**config.mk**
```make
export PLATFORM = sky130hd
export DESIGN_NAME = mci_frame_interp
export DESIGN_NICKNAME = d
export VERILOG_FILES = /design/src/rtl/mci_pkg.sv /design/src/rtl/mci_if.sv /design/src/rtl/mci_fifo.sv /design/src/rtl/mci_frame_interp.sv /design/src/rtl/mci_prog_store.sv
export VERILOG_INCLUDE_DIRS = /design/src /design/src/rtl
export SDC_FILE = /design/constraint.sdc
export NUM_CORES = 2
export LEC_CHECK = 0
export BUFFER_PORTS_ARGS = -buffer_cell sky130_fd_sc_hd__buf_2
export CORE_MARGIN = 4
export CORE_UTILIZATION = 23
export CTS_CLUSTER_SIZE = 16
export DETAILED_ROUTE_END_ITERATION = 10
export SLEW_MARGIN = 20
export SYNTH_ARGS = -nofsm -noshare
export SYNTH_HDL_FRONTEND = slang
export SYNTH_SLANG_ARGS = --single-unit
```
**constraint.sdc**
```tcl
create_clock -name core_clk -period 6.75 [get_ports core_clk]
set_input_delay 1.35 -clock core_clk [delete_from_list [all_inputs] [get_ports core_clk]]
set_output_delay 1.35 -clock core_clk [all_outputs]
set_load 0.02 [all_outputs]
```
**src/rtl/mci_cfg.svh**
```systemverilog
// Frame layout, status codes and reset values of the command frame interpreter
`ifndef MCI_CFG_SVH
`define MCI_CFG_SVH

// ----------------------------------------------------------------
// Frame positions (byte-serial numbering, CAN frames start at 1)
// ----------------------------------------------------------------
`define MCI_POS_ADDR 4'h0
`define MCI_POS_OP 4'h1
`define MCI_POS_TYPE 4'h2
`define MCI_POS_BANK 4'h3
`define MCI_POS_V3 4'h4
`define MCI_POS_V2 4'h5
`define MCI_POS_V1 4'h6
`define MCI_POS_V0 4'h7
`define MCI_POS_CHK 4'h8

// ----------------------------------------------------------------
// Reply positions
// ----------------------------------------------------------------
`define MCI_RPOS_RADDR 4'h0
`define MCI_RPOS_MADDR 4'h1
`define MCI_RPOS_STATUS 4'h2
`define MCI_RPOS_OP 4'h3
`define MCI_RPOS_CHK 4'h8

// ----------------------------------------------------------------
// Status codes
// ----------------------------------------------------------------
`define MCI_ST_OK 8'h64
`define MCI_ST_LOADED 8'h65
`define MCI_ST_BAD_SUM 8'h01
`define MCI_ST_BAD_OP 8'h02
`define MCI_ST_BAD_TYPE 8'h03
`define MCI_ST_BAD_VALUE 8'h04
`define MCI_ST_LOCKED 8'h05
`define MCI_ST_NOT_AVAIL 8'h06

// ----------------------------------------------------------------
// Reset values
// ----------------------------------------------------------------
`define MCI_BYTE_RST 8'h00
`define MCI_WORD_RST 32'h0000_0000

`endif

```
**src/rtl/mci_pkg.sv**
```systemverilog
// Types shared by the command frame interpreter
package mci_pkg;

  typedef enum logic [2:0] {
    MCI_S_RX = 3'b000,
    MCI_S_CHECK = 3'b001,
    MCI_S_EXEC = 3'b010,
    MCI_S_TX = 3'b011,
    MCI_S_FETCH = 3'b100,
    MCI_S_PISSUE = 3'b101,
    MCI_S_PEXEC = 3'b110
  } mci_state_t;

  typedef logic [7:0] mci_byte_t;
  typedef logic [31:0] mci_word_t;

endpackage

```
**src/rtl/mci_if.sv**
```systemverilog
// Byte stream and stored command carriers between interpreter modules
`timescale 1ns/1ps

interface mci_stream_if #(parameter int W = 8);
  logic valid;
  logic ready;
  logic [W-1:0] data;
  modport src(output valid, output data, input ready);
  modport dst(input valid, input data, output ready);
endinterface

interface mci_cmd_if;
  logic valid;
  logic [7:0] op;
  logic [7:0] typ;
  logic [7:0] bank;
  logic [31:0] value;
  modport src(output valid, output op, output typ, output bank, output value);
  modport dst(input valid, input op, input typ, input bank, input value);
endinterface

```
**src/rtl/mci_fifo.sv**
```systemverilog
// Receive byte FIFO with registered input ready
`timescale 1ns/1ps

module mci_fifo #(
  parameter int WIDTH = 8,
  parameter int DEPTH = 4
) (
  input wire logic core_clk,
  input wire logic rst_b,
  input wire logic in_valid,
  input wire logic [WIDTH-1:0] in_data,
  output logic in_ready,
  mci_stream_if.src out
);
  localparam int AW = (DEPTH > 1) ? $clog2(DEPTH) : 1;
  localparam int CW = $clog2(DEPTH + 1);

  logic [WIDTH-1:0] mem_reg [DEPTH];
  logic [AW-1:0] wr_ptr_reg, wr_ptr_next, rd_ptr_reg, rd_ptr_next;
  logic [CW-1:0] cnt_reg, cnt_next;
  logic ready_reg, ready_next;
  logic push, pop;

  assign push = in_valid && ready_reg;
  assign pop = out.valid && out.ready;
  assign out.valid = (cnt_reg != '0);
  assign out.data = mem_reg[rd_ptr_reg];
  assign in_ready = ready_reg;

  always_comb begin
    wr_ptr_next = wr_ptr_reg;
    rd_ptr_next = rd_ptr_reg;
    cnt_next = cnt_reg;
    if (push) begin
      wr_ptr_next = (wr_ptr_reg == AW'(DEPTH - 1)) ? '0 : wr_ptr_reg + 1'b1;
    end
    if (pop) begin
      rd_ptr_next = (rd_ptr_reg == AW'(DEPTH - 1)) ? '0 : rd_ptr_reg + 1'b1;
    end
    if (push && !pop) begin
      cnt_next = cnt_reg + 1'b1;
    end else if (pop && !push) begin
      cnt_next = cnt_reg - 1'b1;
    end
    ready_next = (cnt_next != CW'(DEPTH));
  end

  always_ff @(posedge core_clk or negedge rst_b) begin
    if (!rst_b) begin
      wr_ptr_reg <= '0;
      rd_ptr_reg <= '0;
      cnt_reg <= '0;
      ready_reg <= 1'b0;
    end else begin
      wr_ptr_reg <= wr_ptr_next;
      rd_ptr_reg <= rd_ptr_next;
      cnt_reg <= cnt_next;
      ready_reg <= ready_next;
    end
  end

  always_ff @(posedge core_clk) begin
    if (push) begin
      mem_reg[wr_ptr_reg] <= in_data;
    end
  end
endmodule

```
**src/rtl/mci_frame_interp.sv**
```systemverilog
// Command frame interpreter: receive, check, execute or store, reply
//
// Overview of operation
// - Payload: opcode, type, bank, four-byte value
// - Serial frames add address and checksum bytes
// - Byte order address..value MSB first, checksum
// - Request checksum is 8-bit sum of eight
// - Reply: addresses, status, opcode, value, checksum
// - Reply checksum sums all other reply bytes
// - Never transmit unless answering a command
// - Reply only after command processing completes
// - CAN request: payload only, ID is address
// - CAN reply: no reply address/checksum, ID carries reply
// - Status 100 done, 101 stored
// - Status 1 checksum, 2 opcode, 3 type, 4 value
// - Status 5 locked, 6 not available
// - Store sequences and run them without host
`timescale 1ns/1ps
`include "mci_cfg.svh"

module mci_frame_interp #(
  parameter int FIFO_DEPTH = 4,
  parameter int PROG_DEPTH = 64
) (
  input wire logic core_clk,
  input wire logic rst_b,
  input wire logic can_mode,
  input wire mci_pkg::mci_byte_t module_addr,
  input wire mci_pkg::mci_byte_t reply_addr,
  input wire mci_pkg::mci_byte_t rx_can_id,
  input wire mci_pkg::mci_byte_t rx_data,
  input wire logic rx_valid,
  output logic rx_ready,
  output mci_pkg::mci_byte_t tx_data,
  output logic tx_valid,
  input wire logic tx_ready,
  output logic tx_last,
  output logic tx_drive,
  output mci_pkg::mci_byte_t tx_can_id,
  output logic cmd_valid,
  output logic cmd_standalone,
  output mci_pkg::mci_byte_t cmd_op,
  output mci_pkg::mci_byte_t cmd_type,
  output mci_pkg::mci_byte_t cmd_bank,
  output mci_pkg::mci_word_t cmd_value,
  input wire logic exec_done,
  input wire mci_pkg::mci_byte_t exec_status,
  input wire mci_pkg::mci_word_t exec_value,
  input wire logic prog_load,
  input wire logic prog_clear,
  input wire logic prog_run,
  output logic prog_busy
);
  import mci_pkg::*;
  localparam int PAW = $clog2(PROG_DEPTH);
  localparam int PCW = $clog2(PROG_DEPTH + 1);
  // ----------------------------------------------------------------
  // State
  // ----------------------------------------------------------------
  mci_state_t state_reg, state_next;
  logic [3:0] pos_reg, pos_next;
  logic [3:0] tidx_reg, tidx_next;
  mci_byte_t addr_reg, addr_next;
  mci_byte_t op_reg, op_next;
  mci_byte_t typ_reg, typ_next;
  mci_byte_t bank_reg, bank_next;
  mci_word_t val_reg, val_next;
  mci_byte_t chk_reg, chk_next;
  mci_byte_t sum_reg, sum_next;
  mci_byte_t tsum_reg, tsum_next;
  mci_byte_t status_reg, status_next;
  mci_byte_t tx_data_reg, tx_data_next;
  mci_byte_t tx_id_reg, tx_id_next;
  logic tx_valid_reg, tx_valid_next;
  logic tx_last_reg, tx_last_next;
  logic tx_drive_reg, tx_drive_next;
  logic cmd_valid_reg, cmd_valid_next;
  logic standalone_reg, standalone_next;
  logic frame_can_reg, frame_can_next;
  logic [PAW-1:0] run_idx_reg, run_idx_next;

  // ----------------------------------------------------------------
  // Submodules
  // ----------------------------------------------------------------
  mci_stream_if #(.W(8)) rx_s ();
  mci_cmd_if prog_wr ();
  mci_cmd_if prog_rd ();
  logic [PCW-1:0] prog_count;
  logic prog_full, prog_wr_en, prog_rd_en;
  logic [3:0] p, t_first;
  mci_fifo #(.WIDTH(8), .DEPTH(FIFO_DEPTH)) u_rx_fifo (
    .core_clk(core_clk),
    .rst_b(rst_b),
    .in_valid(rx_valid),
    .in_data(rx_data),
    .in_ready(rx_ready),
    .out(rx_s.src)
  );
  mci_prog_store #(.DEPTH(PROG_DEPTH)) u_prog (
    .core_clk(core_clk),
    .rst_b(rst_b),
    .clear(prog_clear),
    .wr(prog_wr.dst),
    .rd_en(prog_rd_en),
    .rd_addr(run_idx_reg),
    .rd(prog_rd.src),
    .count(prog_count),
    .full(prog_full)
  );

  // Parser stalls outside reception, so the FIFO fills and backs up the host
  assign rx_s.ready = (state_reg == MCI_S_RX);
  assign prog_wr.valid = prog_wr_en;
  assign prog_wr.op = op_reg;
  assign prog_wr.typ = typ_reg;
  assign prog_wr.bank = bank_reg;
  assign prog_wr.value = val_reg;
  assign prog_rd_en = (state_reg == MCI_S_FETCH);
  // CAN frames carry no address byte, numbering starts at the opcode
  assign p = (pos_reg == `MCI_POS_ADDR && can_mode) ? `MCI_POS_OP : pos_reg;
  assign t_first = frame_can_reg ? `MCI_RPOS_MADDR : `MCI_RPOS_RADDR;
  // ----------------------------------------------------------------
  // Reply byte selection
  // ----------------------------------------------------------------
  function automatic mci_byte_t rep_byte(input logic [3:0] i, input mci_byte_t s);
    case (i)
      `MCI_RPOS_RADDR: rep_byte = reply_addr;
      `MCI_RPOS_MADDR: rep_byte = module_addr;
      `MCI_RPOS_STATUS: rep_byte = status_reg;
      `MCI_RPOS_OP: rep_byte = op_reg;
      `MCI_POS_V3: rep_byte = val_reg[31:24];
      `MCI_POS_V2: rep_byte = val_reg[23:16];
      `MCI_POS_V1: rep_byte = val_reg[15:8];
      `MCI_POS_V0: rep_byte = val_reg[7:0];
      `MCI_RPOS_CHK: rep_byte = s;
      default: rep_byte = `MCI_BYTE_RST;
    endcase
  endfunction
  // ----------------------------------------------------------------
  // Next-state logic
  // ----------------------------------------------------------------
  always_comb begin
    state_next = state_reg;
    pos_next = pos_reg;
    tidx_next = tidx_reg;
    addr_next = addr_reg;
    op_next = op_reg;
    typ_next = typ_reg;
    bank_next = bank_reg;
    val_next = val_reg;
    chk_next = chk_reg;
    sum_next = sum_reg;
    tsum_next = tsum_reg;
    status_next = status_reg;
    tx_data_next = tx_data_reg;
    tx_id_next = tx_id_reg;
    tx_valid_next = tx_valid_reg;
    tx_last_next = tx_last_reg;
    tx_drive_next = tx_drive_reg;
    cmd_valid_next = 1'b0;
    standalone_next = standalone_reg;
    frame_can_next = frame_can_reg;
    run_idx_next = run_idx_reg;
    prog_wr_en = 1'b0;
    case (state_reg)
      MCI_S_RX: begin
        if (rx_s.valid) begin
          case (p)
            `MCI_POS_ADDR: addr_next = rx_s.data;
            `MCI_POS_OP: op_next = rx_s.data;
            `MCI_POS_TYPE: typ_next = rx_s.data;
            `MCI_POS_BANK: bank_next = rx_s.data;
            `MCI_POS_V3: val_next[31:24] = rx_s.data;
            `MCI_POS_V2: val_next[23:16] = rx_s.data;
            `MCI_POS_V1: val_next[15:8] = rx_s.data;
            `MCI_POS_V0: val_next[7:0] = rx_s.data;
            default: chk_next = rx_s.data;
          endcase
          if (pos_reg == `MCI_POS_ADDR) begin
            frame_can_next = can_mode;
            sum_next = rx_s.data;
            if (can_mode) begin
              addr_next = rx_can_id;
            end
          end else if (p != `MCI_POS_CHK) begin
            sum_next = sum_reg + rx_s.data;
          end
          if ((can_mode || frame_can_reg) ? (p == `MCI_POS_V0) : (p == `MCI_POS_CHK)) begin
            pos_next = `MCI_POS_ADDR;
            state_next = MCI_S_CHECK;
          end else begin
            pos_next = p + 4'h1;
          end
        end else if (pos_reg == `MCI_POS_ADDR && prog_run && prog_count != '0) begin
          run_idx_next = '0;
          standalone_next = 1'b1;
          state_next = MCI_S_FETCH;
        end
      end
      MCI_S_CHECK: begin
        if (addr_reg != module_addr) begin
          state_next = MCI_S_RX;
        end else if (!frame_can_reg && chk_reg != sum_reg) begin
          status_next = `MCI_ST_BAD_SUM;
          state_next = MCI_S_TX;
        end else if (prog_load) begin
          prog_wr_en = !prog_full;
          status_next = prog_full ? `MCI_ST_BAD_VALUE : `MCI_ST_LOADED;
          state_next = MCI_S_TX;
        end else begin
          cmd_valid_next = 1'b1;
          standalone_next = 1'b0;
          state_next = MCI_S_EXEC;
        end
      end
      MCI_S_EXEC: begin
        if (exec_done) begin
          status_next = exec_status;
          val_next = exec_value;
          state_next = MCI_S_TX;
        end
      end
      MCI_S_TX: begin
        if (!tx_valid_reg) begin
          tidx_next = t_first;
          tsum_next = `MCI_BYTE_RST;
          tx_data_next = rep_byte(t_first, `MCI_BYTE_RST);
          tx_id_next = reply_addr;
          tx_valid_next = 1'b1;
          tx_drive_next = 1'b1;
          tx_last_next = 1'b0;
        end else if (tx_ready) begin
          if (tx_last_reg) begin
            tx_valid_next = 1'b0;
            tx_drive_next = 1'b0;
            tx_last_next = 1'b0;
            state_next = MCI_S_RX;
          end else begin
            tidx_next = tidx_reg + 4'h1;
            tsum_next = tsum_reg + tx_data_reg;
            tx_data_next = rep_byte(tidx_reg + 4'h1, tsum_reg + tx_data_reg);
            tx_last_next = frame_can_reg ? (tidx_reg + 4'h1 == `MCI_POS_V0)
                                         : (tidx_reg + 4'h1 == `MCI_RPOS_CHK);
          end
        end
      end
      MCI_S_FETCH: state_next = MCI_S_PISSUE;
      MCI_S_PISSUE: begin
        op_next = prog_rd.op;
        typ_next = prog_rd.typ;
        bank_next = prog_rd.bank;
        val_next = prog_rd.value;
        cmd_valid_next = 1'b1;
        state_next = MCI_S_PEXEC;
      end
      MCI_S_PEXEC: begin
        if (exec_done) begin
          if (!prog_run || PCW'(run_idx_reg) + 1'b1 >= prog_count) begin
            standalone_next = 1'b0;
            state_next = MCI_S_RX;
          end else begin
            run_idx_next = run_idx_reg + 1'b1;
            state_next = MCI_S_FETCH;
          end
        end
      end
      default: state_next = MCI_S_RX;
    endcase
  end

  // ----------------------------------------------------------------
  // Registers
  // ----------------------------------------------------------------
  always_ff @(posedge core_clk or negedge rst_b) begin
    if (!rst_b) begin
      state_reg <= MCI_S_RX;
      pos_reg <= `MCI_POS_ADDR;
      tidx_reg <= `MCI_RPOS_RADDR;
      addr_reg <= `MCI_BYTE_RST;
      op_reg <= `MCI_BYTE_RST;
      typ_reg <= `MCI_BYTE_RST;
      bank_reg <= `MCI_BYTE_RST;
      val_reg <= `MCI_WORD_RST;
      chk_reg <= `MCI_BYTE_RST;
      sum_reg <= `MCI_BYTE_RST;
      tsum_reg <= `MCI_BYTE_RST;
      status_reg <= `MCI_BYTE_RST;
      tx_data_reg <= `MCI_BYTE_RST;
      tx_id_reg <= `MCI_BYTE_RST;
      tx_valid_reg <= 1'b0;
      tx_last_reg <= 1'b0;
      tx_drive_reg <= 1'b0;
      cmd_valid_reg <= 1'b0;
      standalone_reg <= 1'b0;
      frame_can_reg <= 1'b0;
      run_idx_reg <= '0;
    end else begin
      state_reg <= state_next;
      pos_reg <= pos_next;
      tidx_reg <= tidx_next;
      addr_reg <= addr_next;
      op_reg <= op_next;
      typ_reg <= typ_next;
      bank_reg <= bank_next;
      val_reg <= val_next;
      chk_reg <= chk_next;
      sum_reg <= sum_next;
      tsum_reg <= tsum_next;
      status_reg <= status_next;
      tx_data_reg <= tx_data_next;
      tx_id_reg <= tx_id_next;
      tx_valid_reg <= tx_valid_next;
      tx_last_reg <= tx_last_next;
      tx_drive_reg <= tx_drive_next;
      cmd_valid_reg <= cmd_valid_next;
      standalone_reg <= standalone_next;
      frame_can_reg <= frame_can_next;
      run_idx_reg <= run_idx_next;
    end
  end

  // ----------------------------------------------------------------
  // Outputs
  // ----------------------------------------------------------------
  assign tx_data = tx_data_reg;
  assign tx_valid = tx_valid_reg;
  assign tx_last = tx_last_reg;
  assign tx_drive = tx_drive_reg;
  assign tx_can_id = tx_id_reg;
  assign cmd_valid = cmd_valid_reg;
  assign cmd_standalone = standalone_reg;
  assign cmd_op = op_reg;
  assign cmd_type = typ_reg;
  assign cmd_bank = bank_reg;
  assign cmd_value = val_reg;
  assign prog_busy = standalone_reg;
endmodule

```
**src/rtl/mci_prog_store.sv**
```systemverilog
// Stored-program memory for standalone command sequences
`timescale 1ns/1ps

module mci_prog_store #(
  parameter int DEPTH = 64
) (
  input wire logic core_clk,
  input wire logic rst_b,
  input wire logic clear,
  mci_cmd_if.dst wr,
  input wire logic rd_en,
  input wire logic [$clog2(DEPTH)-1:0] rd_addr,
  mci_cmd_if.src rd,
  output logic [$clog2(DEPTH+1)-1:0] count,
  output logic full
);
  localparam int CW = $clog2(DEPTH + 1);
  localparam int AW = $clog2(DEPTH);

  logic [55:0] mem_reg [DEPTH];
  logic [55:0] rd_word_reg;
  logic rd_valid_reg;
  logic [CW-1:0] cnt_reg, cnt_next;

  assign count = cnt_reg;
  assign full = (cnt_reg == CW'(DEPTH));
  assign rd.valid = rd_valid_reg;
  assign rd.op = rd_word_reg[55:48];
  assign rd.typ = rd_word_reg[47:40];
  assign rd.bank = rd_word_reg[39:32];
  assign rd.value = rd_word_reg[31:0];

  always_comb begin
    cnt_next = cnt_reg;
    if (clear) begin
      cnt_next = '0;
    end else if (wr.valid && !full) begin
      cnt_next = cnt_reg + 1'b1;
    end
  end

  always_ff @(posedge core_clk or negedge rst_b) begin
    if (!rst_b) begin
      cnt_reg <= '0;
      rd_valid_reg <= 1'b0;
    end else begin
      cnt_reg <= cnt_next;
      rd_valid_reg <= rd_en;
    end
  end

  // Sequences are appended in arrival order
  always_ff @(posedge core_clk) begin
    if (wr.valid && !full && !clear) begin
      mem_reg[cnt_reg[AW-1:0]] <= {wr.op, wr.typ, wr.bank, wr.value};
    end
    if (rd_en) begin
      rd_word_reg <= mem_reg[rd_addr];
    end
  end
endmodule

```
==> out/results.ini <==
[clocking]
clock_path_buffers=4
clkLatencyLatePin_ns=0.94
hold_buffers=0
cts_max_level=5
cts_tree=yes
postCtsSetupBuffers=0
cts_sinks=3822
cts.clk_slew.worst_paths_ns=0.06
cts_buffers=393
root_buffer=clkbuf_16
cts-resized-gates=0

[critical_path]
worst-r2r-cell-count=9
critPathSlowestCell=nor4b_1
rrSetupSlack_ns=2.28
worstPathArrival_ns=5.12
critPathMaxStageDelay_ns=0.99
required_ns=7.29
crit_top_cell=buf_4
worst-setup-path-type=input pin to flip-flop
cp-start-kind=input pin
worstPathMaxFanout=29
cp-end-kind=flip-flop
worstPathCellList=buf_2, xor2_1, nor4_1, buf_4, and3_1, nor4b_1, nand2_1, buf_4, nor2_4, buf_4
r2r_end=u_prog.mem_reg[6][20]$_DFFE_PP_
crit-reg2reg-launch=addr_reg[4]$_DFFE_PN0P_

[pwr]
total_power_mw=58.5
ir_drop_mv=0.360
combPwrFrac_pct=12.1
internal_power_mw=42.9
power.switching_mw=15.6
powerDensity_mw_per_mm2=337
switching_share_pct=26.7
power_leakage_nw=51.7
seq_power_share_pct=51.8
p_clk_share_pct=36.1

[sta]
finalCriticalPeriod_ns=4.59
fin_skew_ns=0.0467
fin_setup_tns_ns=0
final-hold-violation-count=0
fmax_mhz=218
rsz0062_at_grt=false
slew_headroom_pct=19.1
maxSlewViolCount=0
max_slew.worst_pin.slew_ns=1.20
timing.final.crit_share_pct=67.9
setup-violations-final=0

[placed_design]
gp_congestion=0.838
dp_hpwl_um=252000
port_buffers=159

[logic_synthesis]
synthCells=6667
synthesis.nets=6791
ys_seq_area_share_pct=77.1
ys_types=76
synth_area_mm2=0.148
synth-edff-count=3672
synth_top_area_share_pct=74.5
ys.flop_type=edfxtp_1
ys_ff_latch=3822
yosysTopAreaCell=edfxtp_1
synth_area_leaders=edfxtp_1, mux4_2, dfrtp_1
postSynthAreaPerCell_um2=22.2
yosys_warnings=0
ys_async_sr_fraction_pct=3.92

[grt]
grt_pass1_vias=73600
antenna_found_initial=23
grt_pass1_wl_um=609000
track_usage_pct=12.9
gr-total-overflow=0
grt_max_degree=117

[finish]
layout_commonest_cell=edfxtp_1
drive_above_1_share_pct=29.0
nets=7273
largest_reg_flops=3584
fillCellCount=63000
layout_common_cells=edfxtp_1, mux4_2, clkbuf_16
area_delta_synth_final_pct=17.5

[detailed_routing]
wl_per_cell_um=27.3
routed_wirelength_um=439000
vias_per_cell=4.66
drt_iter0_markers=10500
vias=74900
drc_errors=0
first_pass_iters=5
ant_nets=0

[floorplanning]
start_util_pct=23.1
dieHeight_um=810
ios=160
dieArea_mm2=0.656
die_x_um=810
core_area_mm2=0.641
core.rowCount=294

[outcome]
status=finished, final reports clean

[run]
max-cap-violations=0

[min_path]
hold_path_class=input pin to async pin

cells by family after synthesis:
group	synth area share, %
xor+xnor	0.219
buf+inv	1.28
mux	16.5
flops	77.1
fa+ha+maj	0.387
compound gates	3.08
simple gates	1.51
worst max-delay path: cells and delay by family:
| kind | cells | cell delay [ns] |
|---|---|---|
| buf+inv | 4 | 1.28 |
| xor+xnor | 1 | 0.15 |
| simple gates | 5 | 2.28 |
worst max-delay path by stage:
stage	depth (start not counted)	startpoint	endpoint
floorplan	7	module_addr[3]	u_prog.mem_reg[61][0]$_DFFE_PP_
global placement	10	module_addr[5]	u_prog.mem_reg[6][33]$_DFFE_PP_
detailed placement	10	module_addr[5]	u_prog.mem_reg[6][33]$_DFFE_PP_
CTS	10	module_addr[5]	u_prog.mem_reg[6][20]$_DFFE_PP_
global route	10	module_addr[3]	u_prog.mem_reg[6][20]$_DFFE_PP_
finish	10	module_addr[5]	u_prog.mem_reg[6][20]$_DFFE_PP_
area by class of cell:
type                            count  area, um^2  area share (%)
Clock buffer                      503       10600            6.09
Tap cell                         8584       10700            6.18
Timing Repair Buffer              453        3780            2.18
Multi-Input combinational cell   2447       32600            18.8
Inverter                           32         128          0.0734
Sequential cell                  3822      114000            65.6
Clock inverter                    214        1830            1.06
Antenna cell                        6        15.0         0.00864
power groups by stage:
| stage | logic (mW) | registers, mW | clock network, mW |
|---|---|---|---|
| 2_1_floorplan | 1.94 | 31.9 | 0 |
| 5_1_grt | 7.62 | 30.4 | 22.5 |
| 3_5_place_dp | 7.15 | 30.9 | 0 |
| 4_1_cts | 7.16 | 30.4 | 21.4 |
| 6_report | 7.07 | 30.3 | 21.1 |
| 3_3_place_gp | 6.99 | 30.9 | 0 |
metrics by stage:
step	util (%)	instances	setup slack (ns)	instance area (um^2)	hold slack [ns]
global placement	25.2	15300	1.21	161000	0.464
floorplan	-	6667	1.04	148000	0.443
global route	27.1	16100	2.16	174000	0.493
finish	27.1	16100	2.16	174000	0.482
CTS	27.1	16100	2.36	174000	0.449
detailed placement	25.2	15300	1.38	161000	0.460
per-layer routing:
layer	GRT usage [%]	routed length (um)	vias up
met5	0	130	-
met4	4.23	16200	22
met3	2.10	35000	711
met2	20.8	208000	3749
met1	17.7	180000	41000
li1	-	-	29400
synth_stat cells, types with 6 or more instances:
master / n
edfxtp_1: 3672
mux4_2: 987
clkbuf_1: 194
mux2i_1: 179
nand2_1: 170
dfrtp_1: 150
a21oi_1: 146
nor2_1: 134
o21ai_0: 127
o22ai_1: 86
buf_2: 84
a22oi_1: 73
o221ai_1: 58
nand3_1: 49
a211oi_1: 43
ha_1: 41
a221oi_1: 38
buf_4: 35
buf_1: 31
inv_1: 30
mux2_2: 30
buf_6: 22
nor3_1: 21
xor2_1: 20
and3_1: 18
nor2b_1: 18
xnor2_1: 17
a22o_1: 16
a31oi_1: 15
and2_1: 15
nand2b_1: 11
nand4_1: 11
a21o_1: 10
o211ai_1: 8
o31ai_1: 8
a311oi_1: 6
nor4_1: 6
(Power assumes the default switching activity.)
